<file path="config.mk">
export PLATFORM = sky130hd
export DESIGN_NAME = isp_top
export DESIGN_NICKNAME = d
export VERILOG_FILES = /design/src/rtl/isp_pkg.sv /design/src/rtl/isp_line_if.sv /design/src/rtl/isp_line_sync.sv /design/src/rtl/isp_addr_match.sv /design/src/rtl/isp_top.sv
export VERILOG_INCLUDE_DIRS = /design/src /design/src/rtl
export SDC_FILE = /design/constraint.sdc
export NUM_CORES = 1
export LEC_CHECK = 0
export BUFFER_PORTS_ARGS = -buffer_cell sky130_fd_sc_hd__buf_2
export CORE_UTILIZATION = 36
export DETAILED_ROUTE_END_ITERATION = 7
export HOLD_SLACK_MARGIN = 0.12
export SYNTH_ARGS = -nofsm -noshare
export SYNTH_HDL_FRONTEND = slang
export SYNTH_SLANG_ARGS = --single-unit
</file>
<file path="constraint.sdc">
create_clock -name CLOCK -period 3.5 [get_ports CLOCK]
set_input_delay 0.175 -clock CLOCK [delete_from_list [all_inputs] [get_ports CLOCK]]
set_output_delay 0.175 -clock CLOCK [all_outputs]
set_load 0.1 [all_outputs]
</file>
<file path="src/rtl/isp_cfg.svh">
// Register indices, field positions, reset values and mode codes of the serial port.
// Included by the port top and its bound checker; holds only definitions.
`ifndef ISP_CFG_SVH
`define ISP_CFG_SVH

// Register indices; byte address is four times the index
`define ISP_IDX_LVL 8'h06
`define ISP_IDX_IRQ 8'h0c
`define ISP_IDX_BUF 8'h13
`define ISP_IDX_CTRL 8'h14
`define ISP_IDX_DIR 8'h86
`define ISP_IDX_ADDR 8'h93
`define ISP_IDX_STAT 8'h94

// Control register fields
`define ISP_CTRL_WCOL 7
`define ISP_CTRL_OVF 6
`define ISP_CTRL_EN 5
`define ISP_CTRL_REL 4

// Status register fields
`define ISP_STAT_SPH 7
`define ISP_STAT_EDG 6
`define ISP_STAT_DA 5
`define ISP_STAT_STOP 4
`define ISP_STAT_START 3
`define ISP_STAT_RW 2
`define ISP_STAT_UPD 1
`define ISP_STAT_FULL 0

// Direction register fields (1 = line released)
`define ISP_DIR_SCL 1
`define ISP_DIR_SDA 0

// Reset values
`define ISP_CTRL_RST 8'h00
`define ISP_MASK_RST 8'hff
`define ISP_ADDR_RST 8'h00
`define ISP_BUF_RST 8'h00
`define ISP_DIR_RST 2'h3

// Mode select codes
`define ISP_MODE_SLV7 4'h6
`define ISP_MODE_SLV10 4'h7
`define ISP_MODE_MASK 4'h9
`define ISP_MODE_FWM 4'hb
`define ISP_MODE_SLV7_SS 4'he
`define ISP_MODE_SLV10_SS 4'hf

`define ISP_BIT_LAST 4'h8
`define ISP_TX_LAST 4'h7

`endif

</file>
<file path="src/rtl/isp_pkg.sv">
// Types shared by the serial port modules.
// Needs nothing from its surroundings.
package isp_pkg;
   typedef enum logic [2:0] {
      ST_IDLE,
      ST_RX_BITS,
      ST_ACK9,
      ST_TX_BITS,
      ST_TX_ACK9
   } isp_state_t;
endpackage : isp_pkg

</file>
<file path="src/rtl/isp_line_if.sv">
// Synchronised bus line levels and events.
// Driven by the line synchroniser, read by the port core.
`timescale 1ns/10ps
interface isp_line_if;
   logic scl;
   logic sda;
   logic scl_rise;
   logic scl_fall;
   logic start;
   logic stop;
   modport src (output scl, output sda, output scl_rise, output scl_fall, output start,
      output stop);
   modport snk (input scl, input sda, input scl_rise, input scl_fall, input start,
      input stop);
endinterface : isp_line_if

</file>
<file path="src/rtl/isp_line_sync.sv">
// Two-flop synchronisers for SCL and SDA plus edge, start and stop detection.
// Pins are asynchronous to clk; events are one-cycle pulses on clk.
`timescale 1ns/10ps
module isp_line_sync (
   input wire logic clk,
   input wire logic rst,
   input wire logic scl_pin,
   input wire logic sda_pin,
   isp_line_if.src ln
);
   logic scl_m_r;
   logic scl_s_r;
   logic scl_d_r;
   logic sda_m_r;
   logic sda_s_r;
   logic sda_d_r;

   always_ff @(posedge clk) begin
      if (rst) begin
         scl_m_r <= 1'b1;
         scl_s_r <= 1'b1;
         scl_d_r <= 1'b1;
         sda_m_r <= 1'b1;
         sda_s_r <= 1'b1;
         sda_d_r <= 1'b1;
      end else begin
         scl_m_r <= scl_pin;
         scl_s_r <= scl_m_r;
         scl_d_r <= scl_s_r;
         sda_m_r <= sda_pin;
         sda_s_r <= sda_m_r;
         sda_d_r <= sda_s_r;
      end
   end

   assign ln.scl = scl_s_r;
   assign ln.sda = sda_s_r;
   assign ln.scl_rise = scl_s_r & ~scl_d_r;
   assign ln.scl_fall = ~scl_s_r & scl_d_r;
   // SDA edges while SCL stays high
   assign ln.start = scl_s_r & scl_d_r & sda_d_r & ~sda_s_r;
   assign ln.stop = scl_s_r & scl_d_r & ~sda_d_r & sda_s_r;
endmodule : isp_line_sync

</file>
<file path="src/rtl/isp_addr_match.sv">
// Masked comparison of a received address byte with the own address.
// Purely combinational; inputs come from the port core.
`timescale 1ns/10ps
module isp_addr_match #(
   parameter int W = 8
) (
   input wire logic [W-1:0] rx_byte,
   input wire logic [W-1:0] own_addr,
   input wire logic [W-1:0] mask,
   input wire logic ten_bit,
   output logic match
);
   logic [W-1:0] bit_ok;

   if (W < 2) begin : g_chk
      $error("isp_addr_match needs at least two address bits");
   end

   for (genvar i = 0; i < W; i++) begin : g_bit
      if (i == 0) begin : g_lsb
         assign bit_ok[i] = ~(ten_bit & mask[i]) | (rx_byte[i] == own_addr[i]);
      end else begin : g_hi
         assign bit_ok[i] = ~mask[i] | (rx_byte[i] == own_addr[i]);
      end
   end

   assign match = &bit_ok;
endmodule : isp_addr_match

</file>
<file path="src/rtl/isp_top.sv">
// Serial port core: I2C slave with address mask, slave transmitter, clock
// stretching and start/stop flags for firmware mastering, behind classic Wishbone.
// Assumes open-drain pads with external pull-ups; CLOCK far faster than SCL.
//
// The Wishbone register port was left to the implementer.
`timescale 1ns/10ps
`include "isp_cfg.svh"
module isp_top
   import isp_pkg::*;
#(
   parameter int ADR_W = 10
) (
   input wire logic CLOCK,
   input wire logic RST,
   input wire logic [ADR_W-1:0] WB_ADR_I,
   input wire logic [31:0] WB_DAT_I,
   output logic [31:0] WB_DAT_O,
   input wire logic WB_WE_I,
   input wire logic [3:0] WB_SEL_I,
   input wire logic WB_CYC_I,
   input wire logic WB_STB_I,
   output logic WB_ACK_O,
   input wire logic SCL_IN,
   output logic SCL_OUT,
   output logic SCL_OE,
   input wire logic SDA_IN,
   output logic SDA_OUT,
   output logic SDA_OE,
   output logic IRQ_FLAG
);
   if (ADR_W < 10) begin : g_chk
      $error("isp_top needs at least ten address bits");
   end

   isp_line_if ln ();

   isp_line_sync u_sync (
      .clk(CLOCK),
      .rst(RST),
      .scl_pin(SCL_IN),
      .sda_pin(SDA_IN),
      .ln(ln)
   );

   // Software-visible state
   logic [7:0] port_control_r;
   logic [7:0] port_control_nxt;
   logic [7:0] address_mask_r;
   logic [7:0] own_address_r;
   logic [7:0] data_buffer_r;
   logic [7:0] data_buffer_nxt;
   logic [1:0] pin_direction_r;
   logic sample_phase_r;
   logic edge_sel_r;
   logic data_addr_r;
   logic data_addr_nxt;
   logic start_seen_r;
   logic stop_seen_r;
   logic read_write_r;
   logic read_write_nxt;
   logic buffer_full_r;
   logic buffer_full_nxt;
   logic port_irq_r;

   // Link state
   isp_state_t state_r;
   isp_state_t state_nxt;
   logic [7:0] shift_r;
   logic [7:0] shift_nxt;
   logic [3:0] cnt_r;
   logic [3:0] cnt_nxt;
   logic addr_phase_r;
   logic addr_phase_nxt;
   logic ack_drv_r;
   logic ack_drv_nxt;
   logic ack_lat_r;
   logic ack_lat_nxt;
   logic stretch_r;
   logic stretch_nxt;
   logic byte_irq;
   logic ovf_set;
   logic wcol_set;
   logic rel_clr;

   // Bus slave and pad output state
   logic ack_r;
   logic [31:0] rdata_r;
   logic [31:0] rdata_nxt;
   logic scl_oe_r;
   logic sda_oe_r;
   logic scl_out_r;
   logic sda_out_r;

   // Bus decode
   wire [7:0] idx = WB_ADR_I[9:2];
   wire req = WB_CYC_I & WB_STB_I & ~ack_r;
   wire wr = req & WB_WE_I & WB_SEL_I[0];
   wire rd = req & ~WB_WE_I;
   wire [7:0] wdat = WB_DAT_I[7:0];
   wire hit_buf = idx == `ISP_IDX_BUF;
   wire hit_ctrl = idx == `ISP_IDX_CTRL;
   wire hit_addr = idx == `ISP_IDX_ADDR;
   wire hit_stat = idx == `ISP_IDX_STAT;
   wire hit_dir = idx == `ISP_IDX_DIR;
   wire hit_lvl = idx == `ISP_IDX_LVL;
   wire hit_irq = idx == `ISP_IDX_IRQ;

   // Mode decode
   wire [3:0] mode_select = port_control_r[3:0];
   wire port_enable = port_control_r[`ISP_CTRL_EN];
   wire clock_release = port_control_r[`ISP_CTRL_REL];
   wire rx_ovf = port_control_r[`ISP_CTRL_OVF];
   wire mask_alias = mode_select == `ISP_MODE_MASK;
   wire ten_bit = mode_select == `ISP_MODE_SLV10;
   wire slave_mode = (mode_select == `ISP_MODE_SLV7) | (mode_select == `ISP_MODE_SLV10) |
      (mode_select == `ISP_MODE_SLV7_SS) | (mode_select == `ISP_MODE_SLV10_SS);
   // Slave logic runs only in the four slave modes, not in firmware master mode
   wire slave_on = port_enable & slave_mode;
   wire edge_irq_mode = port_enable & ((mode_select == `ISP_MODE_FWM) |
      (mode_select == `ISP_MODE_SLV7_SS) | (mode_select == `ISP_MODE_SLV10_SS));

   // Register access strobes
   wire wr_buf = wr & hit_buf;
   wire rd_buf = rd & hit_buf;
   wire wr_ctrl = wr & hit_ctrl;
   wire wr_mask = wr & hit_addr & mask_alias;
   wire wr_own = wr & hit_addr & ~mask_alias;
   wire wr_stat = wr & hit_stat;
   wire wr_dir = wr & hit_dir;
   wire wr_irq = wr & hit_irq;

   logic addr_match;

   isp_addr_match #(
      .W(8)
   ) u_match (
      .rx_byte(shift_r),
      .own_addr(own_address_r),
      .mask(address_mask_r),
      .ten_bit(ten_bit),
      .match(addr_match)
   );

   // Byte engine
   always_comb begin
      state_nxt = state_r;
      cnt_nxt = cnt_r;
      shift_nxt = shift_r;
      data_buffer_nxt = data_buffer_r;
      buffer_full_nxt = buffer_full_r;
      read_write_nxt = read_write_r;
      data_addr_nxt = data_addr_r;
      addr_phase_nxt = addr_phase_r;
      ack_drv_nxt = ack_drv_r;
      ack_lat_nxt = ack_lat_r;
      byte_irq = 1'b0;
      ovf_set = 1'b0;
      wcol_set = 1'b0;
      rel_clr = 1'b0;
      if (wr_buf) begin
         if (state_r == ST_TX_BITS && clock_release) begin
            wcol_set = 1'b1;
         end else begin
            data_buffer_nxt = wdat;
            shift_nxt = wdat;
            buffer_full_nxt = 1'b1;
         end
      end else if (rd_buf) begin
         buffer_full_nxt = 1'b0;
      end
      case (state_r)
         ST_IDLE: begin
         end
         ST_RX_BITS: begin
            if (ln.scl_rise && cnt_r != `ISP_BIT_LAST) begin
               shift_nxt = {shift_r[6:0], ln.sda};
               cnt_nxt = 4'(cnt_r + 4'h1);
            end else if (ln.scl_fall && cnt_r == `ISP_BIT_LAST) begin
               cnt_nxt = 4'h0;
               state_nxt = ST_ACK9;
               if (addr_phase_r && !addr_match) begin
                  state_nxt = ST_IDLE;
               end else if (!buffer_full_r && !rx_ovf) begin
                  data_buffer_nxt = shift_r;
                  buffer_full_nxt = 1'b1;
                  ack_drv_nxt = 1'b1;
                  data_addr_nxt = ~addr_phase_r;
                  if (addr_phase_r) begin
                     read_write_nxt = shift_r[0];
                  end
               end else begin
                  ack_drv_nxt = 1'b0;
                  ovf_set = buffer_full_r;
               end
            end
         end
         ST_ACK9: begin
            if (ln.scl_fall) begin
               byte_irq = 1'b1;
               ack_drv_nxt = 1'b0;
               addr_phase_nxt = 1'b0;
               if (addr_phase_r && !ack_drv_r) begin
                  state_nxt = ST_IDLE;
               end else if (addr_phase_r && read_write_r) begin
                  rel_clr = 1'b1;
                  state_nxt = ST_TX_BITS;
               end else begin
                  state_nxt = ST_RX_BITS;
               end
            end
         end
         ST_TX_BITS: begin
            if (ln.scl_fall) begin
               shift_nxt = {shift_r[6:0], 1'b1};
               if (cnt_r == `ISP_TX_LAST) begin
                  cnt_nxt = 4'h0;
                  buffer_full_nxt = 1'b0;
                  state_nxt = ST_TX_ACK9;
               end else begin
                  cnt_nxt = 4'(cnt_r + 4'h1);
               end
            end
         end
         ST_TX_ACK9: begin
            if (ln.scl_rise) begin
               ack_lat_nxt = ln.sda;
            end else if (ln.scl_fall) begin
               byte_irq = 1'b1;
               if (ack_lat_r) begin
                  state_nxt = ST_IDLE;
                  read_write_nxt = 1'b0;
                  data_addr_nxt = 1'b0;
                  buffer_full_nxt = 1'b0;
               end else begin
                  rel_clr = 1'b1;
                  data_addr_nxt = 1'b1;
                  state_nxt = ST_TX_BITS;
               end
            end
         end
         default: begin
            state_nxt = ST_IDLE;
         end
      endcase
      if (!slave_on || ln.stop) begin
         state_nxt = ST_IDLE;
         ack_drv_nxt = 1'b0;
      end else if (ln.start) begin
         state_nxt = ST_RX_BITS;
         cnt_nxt = 4'h0;
         addr_phase_nxt = 1'b1;
         ack_drv_nxt = 1'b0;
      end
   end

   // Control register: software write, then hardware sets win
   always_comb begin
      port_control_nxt = wr_ctrl ? wdat : port_control_r;
      if (rel_clr && !wr_ctrl) begin
         port_control_nxt[`ISP_CTRL_REL] = 1'b0;
      end
      if (ovf_set) begin
         port_control_nxt[`ISP_CTRL_OVF] = 1'b1;
      end
      if (wcol_set) begin
         port_control_nxt[`ISP_CTRL_WCOL] = 1'b1;
      end
   end

   // Stretch only once SCL is seen low, hold until released
   assign stretch_nxt = slave_on & ~clock_release & (state_r == ST_TX_BITS) &
      (stretch_r | ~ln.scl);
   wire irq_set = byte_irq | (edge_irq_mode & (ln.start | ln.stop));
   wire fw_scl_low = port_enable & ~pin_direction_r[`ISP_DIR_SCL];
   wire fw_sda_low = port_enable & ~pin_direction_r[`ISP_DIR_SDA];
   wire sda_drv = ((state_r == ST_ACK9) & ack_drv_r) |
      ((state_r == ST_TX_BITS) & ~shift_r[7]) | fw_sda_low;
   wire [7:0] status_rd = {sample_phase_r, edge_sel_r, data_addr_r, stop_seen_r,
      start_seen_r, read_write_r, 1'b0, buffer_full_r};

   always_comb begin
      rdata_nxt = 32'h0;
      if (hit_buf) begin
         rdata_nxt[7:0] = data_buffer_r;
      end else if (hit_ctrl) begin
         rdata_nxt[7:0] = port_control_r;
      end else if (hit_addr) begin
         rdata_nxt[7:0] = mask_alias ? address_mask_r : own_address_r;
      end else if (hit_stat) begin
         rdata_nxt[7:0] = status_rd;
      end else if (hit_dir) begin
         rdata_nxt[7:0] = {1'b0, pin_direction_r[`ISP_DIR_SCL], 1'b0,
            pin_direction_r[`ISP_DIR_SDA], 4'h0};
      end else if (hit_lvl) begin
         rdata_nxt[7:0] = {1'b0, ln.scl, 1'b0, ln.sda, 4'h0};
      end else if (hit_irq) begin
         rdata_nxt[7:0] = {7'h0, port_irq_r};
      end
   end

   // Bus slave
   always_ff @(posedge CLOCK) begin
      if (RST) begin
         ack_r <= 1'b0;
         rdata_r <= 32'h0;
      end else begin
         ack_r <= req;
         if (rd) begin
            rdata_r <= rdata_nxt;
         end
      end
   end

   // Registers
   always_ff @(posedge CLOCK) begin
      if (RST) begin
         port_control_r <= `ISP_CTRL_RST;
         address_mask_r <= `ISP_MASK_RST;
         own_address_r <= `ISP_ADDR_RST;
         pin_direction_r <= `ISP_DIR_RST;
         sample_phase_r <= 1'b0;
         edge_sel_r <= 1'b0;
         port_irq_r <= 1'b0;
      end else begin
         port_control_r <= port_control_nxt;
         if (wr_mask) begin
            address_mask_r <= wdat;
         end
         if (wr_own) begin
            own_address_r <= wdat;
         end
         if (wr_dir) begin
            pin_direction_r <= {wdat[6], wdat[4]};
         end
         if (wr_stat) begin
            sample_phase_r <= wdat[`ISP_STAT_SPH];
            edge_sel_r <= wdat[`ISP_STAT_EDG];
         end
         port_irq_r <= irq_set | (wr_irq ? wdat[0] : port_irq_r);
      end
   end

   // Start and stop flags
   always_ff @(posedge CLOCK) begin
      if (RST || !port_enable) begin
         start_seen_r <= 1'b0;
         stop_seen_r <= 1'b0;
      end else if (ln.start) begin
         start_seen_r <= 1'b1;
         stop_seen_r <= 1'b0;
      end else if (ln.stop) begin
         start_seen_r <= 1'b0;
         stop_seen_r <= 1'b1;
      end
   end

   // Link state
   always_ff @(posedge CLOCK) begin
      if (RST) begin
         state_r <= ST_IDLE;
         cnt_r <= 4'h0;
         shift_r <= 8'hff;
         data_buffer_r <= `ISP_BUF_RST;
         buffer_full_r <= 1'b0;
         read_write_r <= 1'b0;
         data_addr_r <= 1'b0;
         addr_phase_r <= 1'b0;
         ack_drv_r <= 1'b0;
         ack_lat_r <= 1'b1;
         stretch_r <= 1'b0;
      end else begin
         state_r <= state_nxt;
         cnt_r <= cnt_nxt;
         shift_r <= shift_nxt;
         data_buffer_r <= data_buffer_nxt;
         buffer_full_r <= buffer_full_nxt;
         read_write_r <= read_write_nxt;
         data_addr_r <= data_addr_nxt;
         addr_phase_r <= addr_phase_nxt;
         ack_drv_r <= ack_drv_nxt;
         ack_lat_r <= ack_lat_nxt;
         stretch_r <= stretch_nxt;
      end
   end

   // Pads: outputs always low, enable pulls the line
   always_ff @(posedge CLOCK) begin
      if (RST) begin
         scl_oe_r <= 1'b0;
         sda_oe_r <= 1'b0;
         scl_out_r <= 1'b0;
         sda_out_r <= 1'b0;
      end else begin
         scl_oe_r <= stretch_nxt | fw_scl_low;
         sda_oe_r <= sda_drv;
         scl_out_r <= 1'b0;
         sda_out_r <= 1'b0;
      end
   end

   assign WB_ACK_O = ack_r;
   assign WB_DAT_O = rdata_r;
   assign SCL_OE = scl_oe_r;
   assign SDA_OE = sda_oe_r;
   assign SCL_OUT = scl_out_r;
   assign SDA_OUT = sda_out_r;
   assign IRQ_FLAG = port_irq_r;
endmodule : isp_top

</file>
==> results of run 1 <==
report_power, final:
group / switching (mW) / internal (mW) / total, mW
sequential: 0.00407 / 0.893 / 0.897
combinational: 0.199 / 0.0317 / 0.231
clock: 0.380 / 0.696 / 1.08
per-stage QoR:
step / hold slack, ns / setup WS [ns] / instances / power (mW)
after floorplan: 0.2788 / 1.100 / 537 / 1.127
after global placement: 0.3611 / 1.290 / 668 / 1.142
after detailed placement: 0.3657 / 1.216 / 668 / 1.143
after CTS: 0.1231 / 1.133 / 687 / 2.215
after global routing: 0.1453 / 0.9422 / 687 / 2.260
final: 0.1309 / 1.135 / 687 / 2.204
sequential cells by signal, indices dropped and copies added, names as in the netlist, 2 cells and up:
name / flops
WB_DAT_O: 8
address_mask_r: 8
data_buffer_r: 8
own_address_r: 8
port_control_r: 8
shift_r: 8
cnt_r: 4
state_r: 3
pin_direction_r: 2
how the worst max path moves through the flow:
stage	startpoint	endpoint	slack (ns)	depth (start not counted)
after CTS	cnt_r[1]	state_r[0]	1.13	7
after detailed placement	cnt_r[1]	state_r[0]	1.22	7
final	cnt_r[1]	state_r[0]	1.13	7
after floorplan	WB_ACK_O	data_buffer_r[0]	1.10	8
after global placement	own_address_r[3]	data_buffer_r[6]	1.29	6
after global routing	cnt_r[1]	state_r[0]	0.94	7
cell families (layout without fill, tap and decap cells):
logic type                 count (synthesis)  after routing  synth area share (%)
muxes                                     30             30                 7.519
other                                      1             26               0.08979
DFF                                       78             78                 37.39
buffers and inverters                     65             75                 8.718
and+or+nand+nor                          205            205                 24.24
adders and majority gates                  2              2                0.5991
xor gates and xnor gates                  10             10                 2.097
AOI/OAI and AO/OA                        121            121                 19.35
per-layer routing:
metal	up-vias	GRT usage (%)	wire (um)
met3	21	3.497	696
met1	1792	27.06	5380
met5	-	0	0
met4	0	9.810	331
li1	1816	-	-
met2	158	29.47	4937
worst min-delay path, delay by kind of cell:
| family | cells | cell delay, ns |
|---|---|---|
| buf+inv | 1 | 0.13 |
| simple gates | 1 | 0.06 |
| compound gates | 1 | 0.07 |
what timing repair did:
item | in CTS | in global routing
endpoints found under the setup margin | 0 | 0
hold endpoints to repair | 3 | 0
hold buffers | 3 | 0
gates resized for setup | 0 | 0
area by class of cell:
class	instances	area, sq um	share of cell area, %
Tap cell	140	175.2	3.698
Inverter	14	52.55	1.109
Sequential cell	78	1562	32.96
Timing Repair Buffer	45	257.7	5.441
Clock buffer	10	229.0	4.834
Multi-Input combinational cell	394	2351	49.63
Clock inverter	6	110.1	2.324
placed cells by master (no fill, tap or decap), types with 9 or more instances in the layout:
cell	instances
a21oi_1	37
inv_1	14
dfxtp_1	78
nor2_1	73
buf_2	35
conb_1	26
mux2i_1	19
nand2_1	49
a31oi_1	11
o21ai_0	11
nand3_1	10
nand2b_1	10
mux2_2	11
clkbuf_16	9
xor2_1	9
nor2b_1	13
nor3_1	9
==> parameters.txt, run 1 <==
Parameter                              Value

Outcome
  Status ... complete, no violations

Synthesis
  Yosys top cell area share ... 37.39%
  Number of synthesized register bits ... 78
  Largest area contributor in the synthesized netlist ... dfxtp_1
  Fraction of registers with async set/reset ... 0%
  Post-Synthesis Cells ... 512
  Most area-consuming cells after synthesis ... dfxtp_1, nor2_1, buf_4
  Total of warnings raised by yosys ... 0
  Syn Area/Cell ... 8.157 sq um
  Synth unique cells ... 64
  Most frequent cell after synthesis ... dfxtp_1
  Commonest register cell after synthesis ... dfxtp_1
  Combined area of all synthesized cells ... 0.004177 sq mm
  Most numerous cell types in the synthesized netlist ... dfxtp_1, nor2_1, nand2_1
  Sequential element share of the synthesized area ... 37.39%
  Number of flops mapped to enable cells by yosys ... 0

Placed design
  Number of port buffers ... 35
  Half-perimeter wire length of the detailed placement result ... 8.081 mm
  Placed standard-cell area ... 0.004368 sq mm
  Final Wtd Congestion ... 0.8607

Die
  # IOs ... 91
  Initial Util ... 37.70%
  Core ar. ... 0.01108 sq mm
  Vertical die dimension ... 109.7 um
  Die X ... 109.7 um
  Row Count ... 38
  Die ar. ... 0.01204 sq mm

Final layout
  Fillers ... 1118
  Post-layout net count ... 597
  Final Instance Area ... 0.004737 sq mm
  Area delta synth->final ... 13.42%
  Final standard cell utilization of the core ... 42.76%
  Diodes inserted ... 0
  Layout cells sized above 1 ... 15.72%

Detailed routing
  Routed wire length per instance ... 16.51 um
  Number of vias after detailed routing ... 3787
  Vias per cell ... 5.512
  Iteration-0 DRC count of the detailed router ... 296
  Count of unresolved DRC violations after routing ... 0
  Count of nets left with antenna violations after detail routing ... 0
  Number of optimization iterations in the first detailed-route pass ... 5
  Post-detailed-routing wire length ... 11.35 mm

Hold path
  End point of the worst hold path ... shift_r[1]
  Hold Path Cell Cnt ... 3
  Worst Hold Class ... primary input to flip-flop
  Launch instance of the worst min-delay path ... WB_DAT_I[1]

Clock tree
  Clock sink total ... 78
  Post-CTS setup buffers ... 0
  Longest Clk Path Bufs ... 2
  Total clock buffers created by CTS ... 9
  # H-tree levels ... 3
  Clock latency on the worst-skew pair ... 0.34 ns
  Clock edge transition at the registers on the reported setup and hold paths ... 0.06 ns
  Buffer type at the clock tree root ... clkbuf_16
  Clock tree from TritonCTS ... built

Setup path
  Critical path required time ... 3.70 ns
  Path type of the worst setup path ... flip-flop to flip-flop
  Internal reg-to-reg setup slack ... 1.13 ns
  Number of cells traversed by the worst register-to-register path ... 7
  Crit path largest cell delay ... 0.43 ns
  Startpoint Class ... flip-flop
  Cell family with most CP delay ... compound AO/OA/AOI/OAI gates
  End of the worst register-to-register path ... state_r[0]
  Ordered list of cells on the worst path ... ha_1 > nand2_1 > o211ai_1 > o21ai_0 > a21oi_1 > mux2_2 > a2111oi_1
  Data arrival, critical path ... 2.57 ns
  Slowest stage cell on the critical path ... a2111oi_1
  Maximum fanout along the worst path ... 5
  Worst R2R Start ... cnt_r[1]
  Kind of end point of the critical path ... flip-flop
  WP buf/inv ... 0

Global route
  Grt ovf ... 0
  Antenna violations before repair ... 0
  Global-route wire length before repair ... 17.57 mm
  Via count of the first global-routing pass ... 3331
  Pin count of the biggest net entering global routing ... 41
  Gr usage total ... 19.68%

STA
  Shortest clock period the worst path allows after layout ... 2.365 ns
  Endpoints failing setup ... 0
  Count of final max-slew check failures ... 0
  Transition time of the tightest slew-check pin ... 0.6838 ns
  Worst Clk Skew ... 0.01057 ns
  Final-layout setup total negative slack ... 0 ns
  Final worst-path cycle share ... 67.58%
  Max Freq ... 422.8 MHz
  RSZ-0062 raised after global routing ... false
  Number of failing hold endpoints at the final stage ... 0
  Tightest slew margin relative to the limit ... 54.24%

Pwr
  P per Cell Area ... 465.2 mW/mm^2
  Leak ... 1.818 nW
  Peak ir drop on the vdd network ... 284.2 uV

Flow run
  Max_cap viols ... 0
Power figures use the tool's default switching activity.
==> inputs of run 2 (changes only) <==
--- a/config.mk
+++ b/config.mk
@@ -6,6 +6,7 @@
 export SDC_FILE = /design/constraint.sdc
 export NUM_CORES = 1
 export LEC_CHECK = 0
+export ABC_AREA = 1
 export BUFFER_PORTS_ARGS = -buffer_cell sky130_fd_sc_hd__buf_2
 export CORE_UTILIZATION = 36
 export DETAILED_ROUTE_END_ITERATION = 7
==> constraint.sdc (replaced) <==
create_clock -name CLOCK -period 2.45 [get_ports CLOCK]
set_input_delay 0.1225 -clock CLOCK [delete_from_list [all_inputs] [get_ports CLOCK]]
set_output_delay 0.1225 -clock CLOCK [all_outputs]
set_load 0.1 [all_outputs]
==> run 2 against run 1 <==
Against the previous run:
- critical path depth rose by 4
- global-route usage increased by 0.35 points
- first-iteration DRC count down 19%
- wire length grew 0.53%
- area after synthesis about the same
- clock skew fell by 0.0048 ns
- sequential share of layout area decreased by 0.88 points
- non-clock buffer count rose by 6
- worst hold slack better by 0.0027 ns
- largest power group unchanged
- highest routed layer unchanged
==> parameters.txt, run 2 <==
Parameter                              Value

Global route
  Gr usage total ... 20.04%
  Pin count of the biggest net entering global routing ... 31
  Antenna violations before repair ... 0
  GRT met2 Usage ... 32.21%
  Grt peak-use layer ... met2
  Via count of the first global-routing pass ... 3563
  Grt ovf ... 0
  Global-route wire length before repair ... 18.00 mm
  Met1 Use GR ... 26.31%
  Fraction of met3 tracks used by global routing ... 3.912%

Clock tree
  Buffer type at the clock tree root ... clkbuf_16
  Cells resized by post-CTS repair ... 0
  Clock edge transition at the registers on the reported setup and hold paths ... 0.06 ns
  Clock latency on the worst-skew pair ... 0.34 ns
  Longest Clk Path Bufs ... 2
  # H-tree levels ... 3
  Clock tree from TritonCTS ... built
  Post-CTS setup buffers ... 0
  Total clock buffers created by CTS ... 9
  Clock sink total ... 78
  Post-CTS Hold Buffers ... 11

Die
  Initial Util ... 37.71%
  Core ar. ... 0.01108 sq mm
  Vertical die dimension ... 109.7 um
  Die ar. ... 0.01204 sq mm
  Die X ... 109.7 um
  # IOs ... 91
  Row Count ... 38

Synthesis
  Largest area contributor in the synthesized netlist ... dfxtp_1
  Area fraction in and, or, nand and nor cells after synthesis ... 26.95%
  Post-Synthesis Cells ... 604
  Adder and majority cell fraction of the synthesized area ... 0.5990%
  Number of synthesized register bits ... 78
  Combined area of all synthesized cells ... 0.004178 sq mm
  Most frequent cell after synthesis ... nand2_1
  Compound-cell area share of the yosys netlist ... 20.60%
  Multiplexer share of the synthesized area ... 0%
  Total of warnings raised by yosys ... 0
  Most area-consuming cells after synthesis ... dfxtp_1, nand2_1, inv_1
  Most numerous cell types in the synthesized netlist ... nand2_1, inv_1, dfxtp_1
  Fraction of registers with async set/reset ... 0%
  Largest family of logic cells by synthesized area ... simple AND/OR/NAND/NOR gates
  Syn Area/Cell ... 6.917 sq um
  Yosys top cell area share ... 37.38%
  Synth unique cells ... 40
  Number of flops mapped to enable cells by yosys ... 0
  Sequential element share of the synthesized area ... 37.38%
  Post-Synth XOR/XNOR Area ... 0%
  Commonest register cell after synthesis ... dfxtp_1

Detailed routing
  Post-detailed-routing wire length ... 11.41 mm
  Count of nets left with antenna violations after detail routing ... 0
  Vias per cell ... 5.021
  Number of vias after detailed routing ... 4002
  Iteration-0 DRC count of the detailed router ... 239
  Routed wire length per instance ... 14.31 um
  Count of unresolved DRC violations after routing ... 0
  Number of optimization iterations in the first detailed-route pass ... 4

Setup path
  Critical path required time ... 2.72 ns
  Slowest stage cell on the critical path ... dlygate4sd3_1
  Path type of the worst setup path ... primary input to flip-flop
  Ordered list of cells on the worst path ... dlygate4sd3_1 > buf_2 > nand3b_4 > nor2_4 > nand2_4 > nor2_8 > inv_2 > nor2_1 > o21bai_1 > inv_1 > a21oi_1
  Startpoint Class ... primary input
  Kind of end point of the critical path ... flip-flop
  Crit path largest cell delay ... 0.53 ns
  Maximum fanout along the worst path ... 15
  Data arrival, critical path ... 2.21 ns

STA
  Post-route worst setup slack ... 0.5151 ns
  Endpoints failing setup ... 0
  Fin Hold WS ... 0.1336 ns
  Count of final max-slew check failures ... 0
  Shortest clock period the worst path allows after layout ... 1.935 ns
  Final worst-path cycle share ... 78.97%
  Transition time of the tightest slew-check pin ... 0.6406 ns
  Tightest slew margin relative to the limit ... 56.90%
  Number of failing hold endpoints at the final stage ... 0
  RSZ-0062 raised after global routing ... false
  Final-layout setup total negative slack ... 0 ns
  Worst Clk Skew ... 0.005811 ns
  Max Freq ... 516.8 MHz

Pwr
  Internal Dissipation ... 2.374 mW
  Relative contribution of combinational cells to total power ... 9.7%
  Share of power burned in the clock network ... 50.1%
  Portion of total power attributed to sequential cells ... 40.2%
  Peak ir drop on the vdd network ... 369.8 uV
  Sw frac ... 25.35%
  Leak ... 2.130 nW
  Switching power total ... 0.8064 mW
  P per Cell Area ... 653.5 mW/mm^2

Flow run
  Max_cap viols ... 0

Final layout
  Layout cells sized above 1 ... 13.85%
  Most common cell after layout, fill and taps aside ... nand2_1
  Area delta synth->final ... 16.50%
  Area taken by multi-input logic gates ... 0.002110 sq mm
  Diodes inserted ... 0
  Final Instance Area ... 0.004867 sq mm
  Area taken by flip-flops and latches ... 0.001562 sq mm
  Post-layout net count ... 707
  Fillers ... 1152
  Leading cell types in the layout, fill and taps excluded ... nand2_1, inv_1, dfxtp_1
  Final standard cell utilization of the core ... 43.93%

Placed design
  Final Wtd Congestion ... 0.8845
  Number of port buffers ... 35
  Setup WS pre-CTS ... 0.5903 ns
  Placed standard-cell area ... 0.004400 sq mm
  Half-perimeter wire length of the detailed placement result ... 8.518 mm

Hold path
  Worst Hold Class ... primary input to flip-flop

Outcome
  Status ... complete, no violations
## run 2: cell types whose count changed after synthesis, sizes merged, moves of 13 or more
cell,previous run,this run
a21oi,38,56
inv,14,90
mux2i,19,0
nand2,50,114
nand3,10,34
nor2,74,59
nor2b,13,0
o21ai,12,66
## run 2: per-layer routing
layer  wire (um)  up-vias
li1            -     2030
met1        5399     1829
met2        5150      130
met3         662       13
met4         193        0
met5           0        -
## run 2: critical path: cells and delay by family
family / cells / cell delay (ns)
compound gates: 2 / 0.25
buf+inv: 4 / 0.90
simple gates: 5 / 0.92
## run 2: worst paths after layout
check,depth (start not counted),start,slack (ns),to
setup / recovery,11,WB_STB_I,0.52,data_buffer_r[3]
hold / removal,3,WB_DAT_I[1],0.13,own_address_r[1]
setup reg to reg,7,port_control_r[2],0.53,WB_DAT_O[7]
hold reg to reg,1,u_sync.sda_m_r,0.41,u_sync.ln.sda
## run 2: cell type report
class	count	area share [%]
clock buffer	11	5.193
clock inverter	5	2.134
inverter	91	7.018
multi-input combinational	421	43.34
sequential	78	32.08
tap	140	3.599
timing repair buffer	51	6.632
## run 2: kinds of logic (layout without fill, tap and decap cells)
| logic type | after synthesis | in the layout |
|---|---|---|
| AO/OA/AOI/OAI | 153 | 153 |
| flip-flops | 78 | 78 |
| adder cells (fa/ha/maj) | 2 | 2 |
| buffers and inverters | 130 | 158 |
| other | 1 | 26 |
| AND/OR/NAND/NOR | 240 | 240 |
## run 2: power groups by stage
| stage | registers (mW) | clock network (mW) | logic (mW) |
|---|---|---|---|
| floorplan | 1.32 | 0 | 0.264 |
| global placement | 1.31 | 0 | 0.292 |
| detailed placement | 1.31 | 0 | 0.294 |
| CTS | 1.28 | 1.61 | 0.307 |
| global route | 1.28 | 1.66 | 0.326 |
| finish | 1.28 | 1.59 | 0.309 |
## run 2: stage by stage
stage,std cells,power (mW)
after detailed placement,770,1.600
after CTS,797,3.199
final,797,3.181
after global routing,797,3.269
after floorplan,629,1.580
after global placement,770,1.598
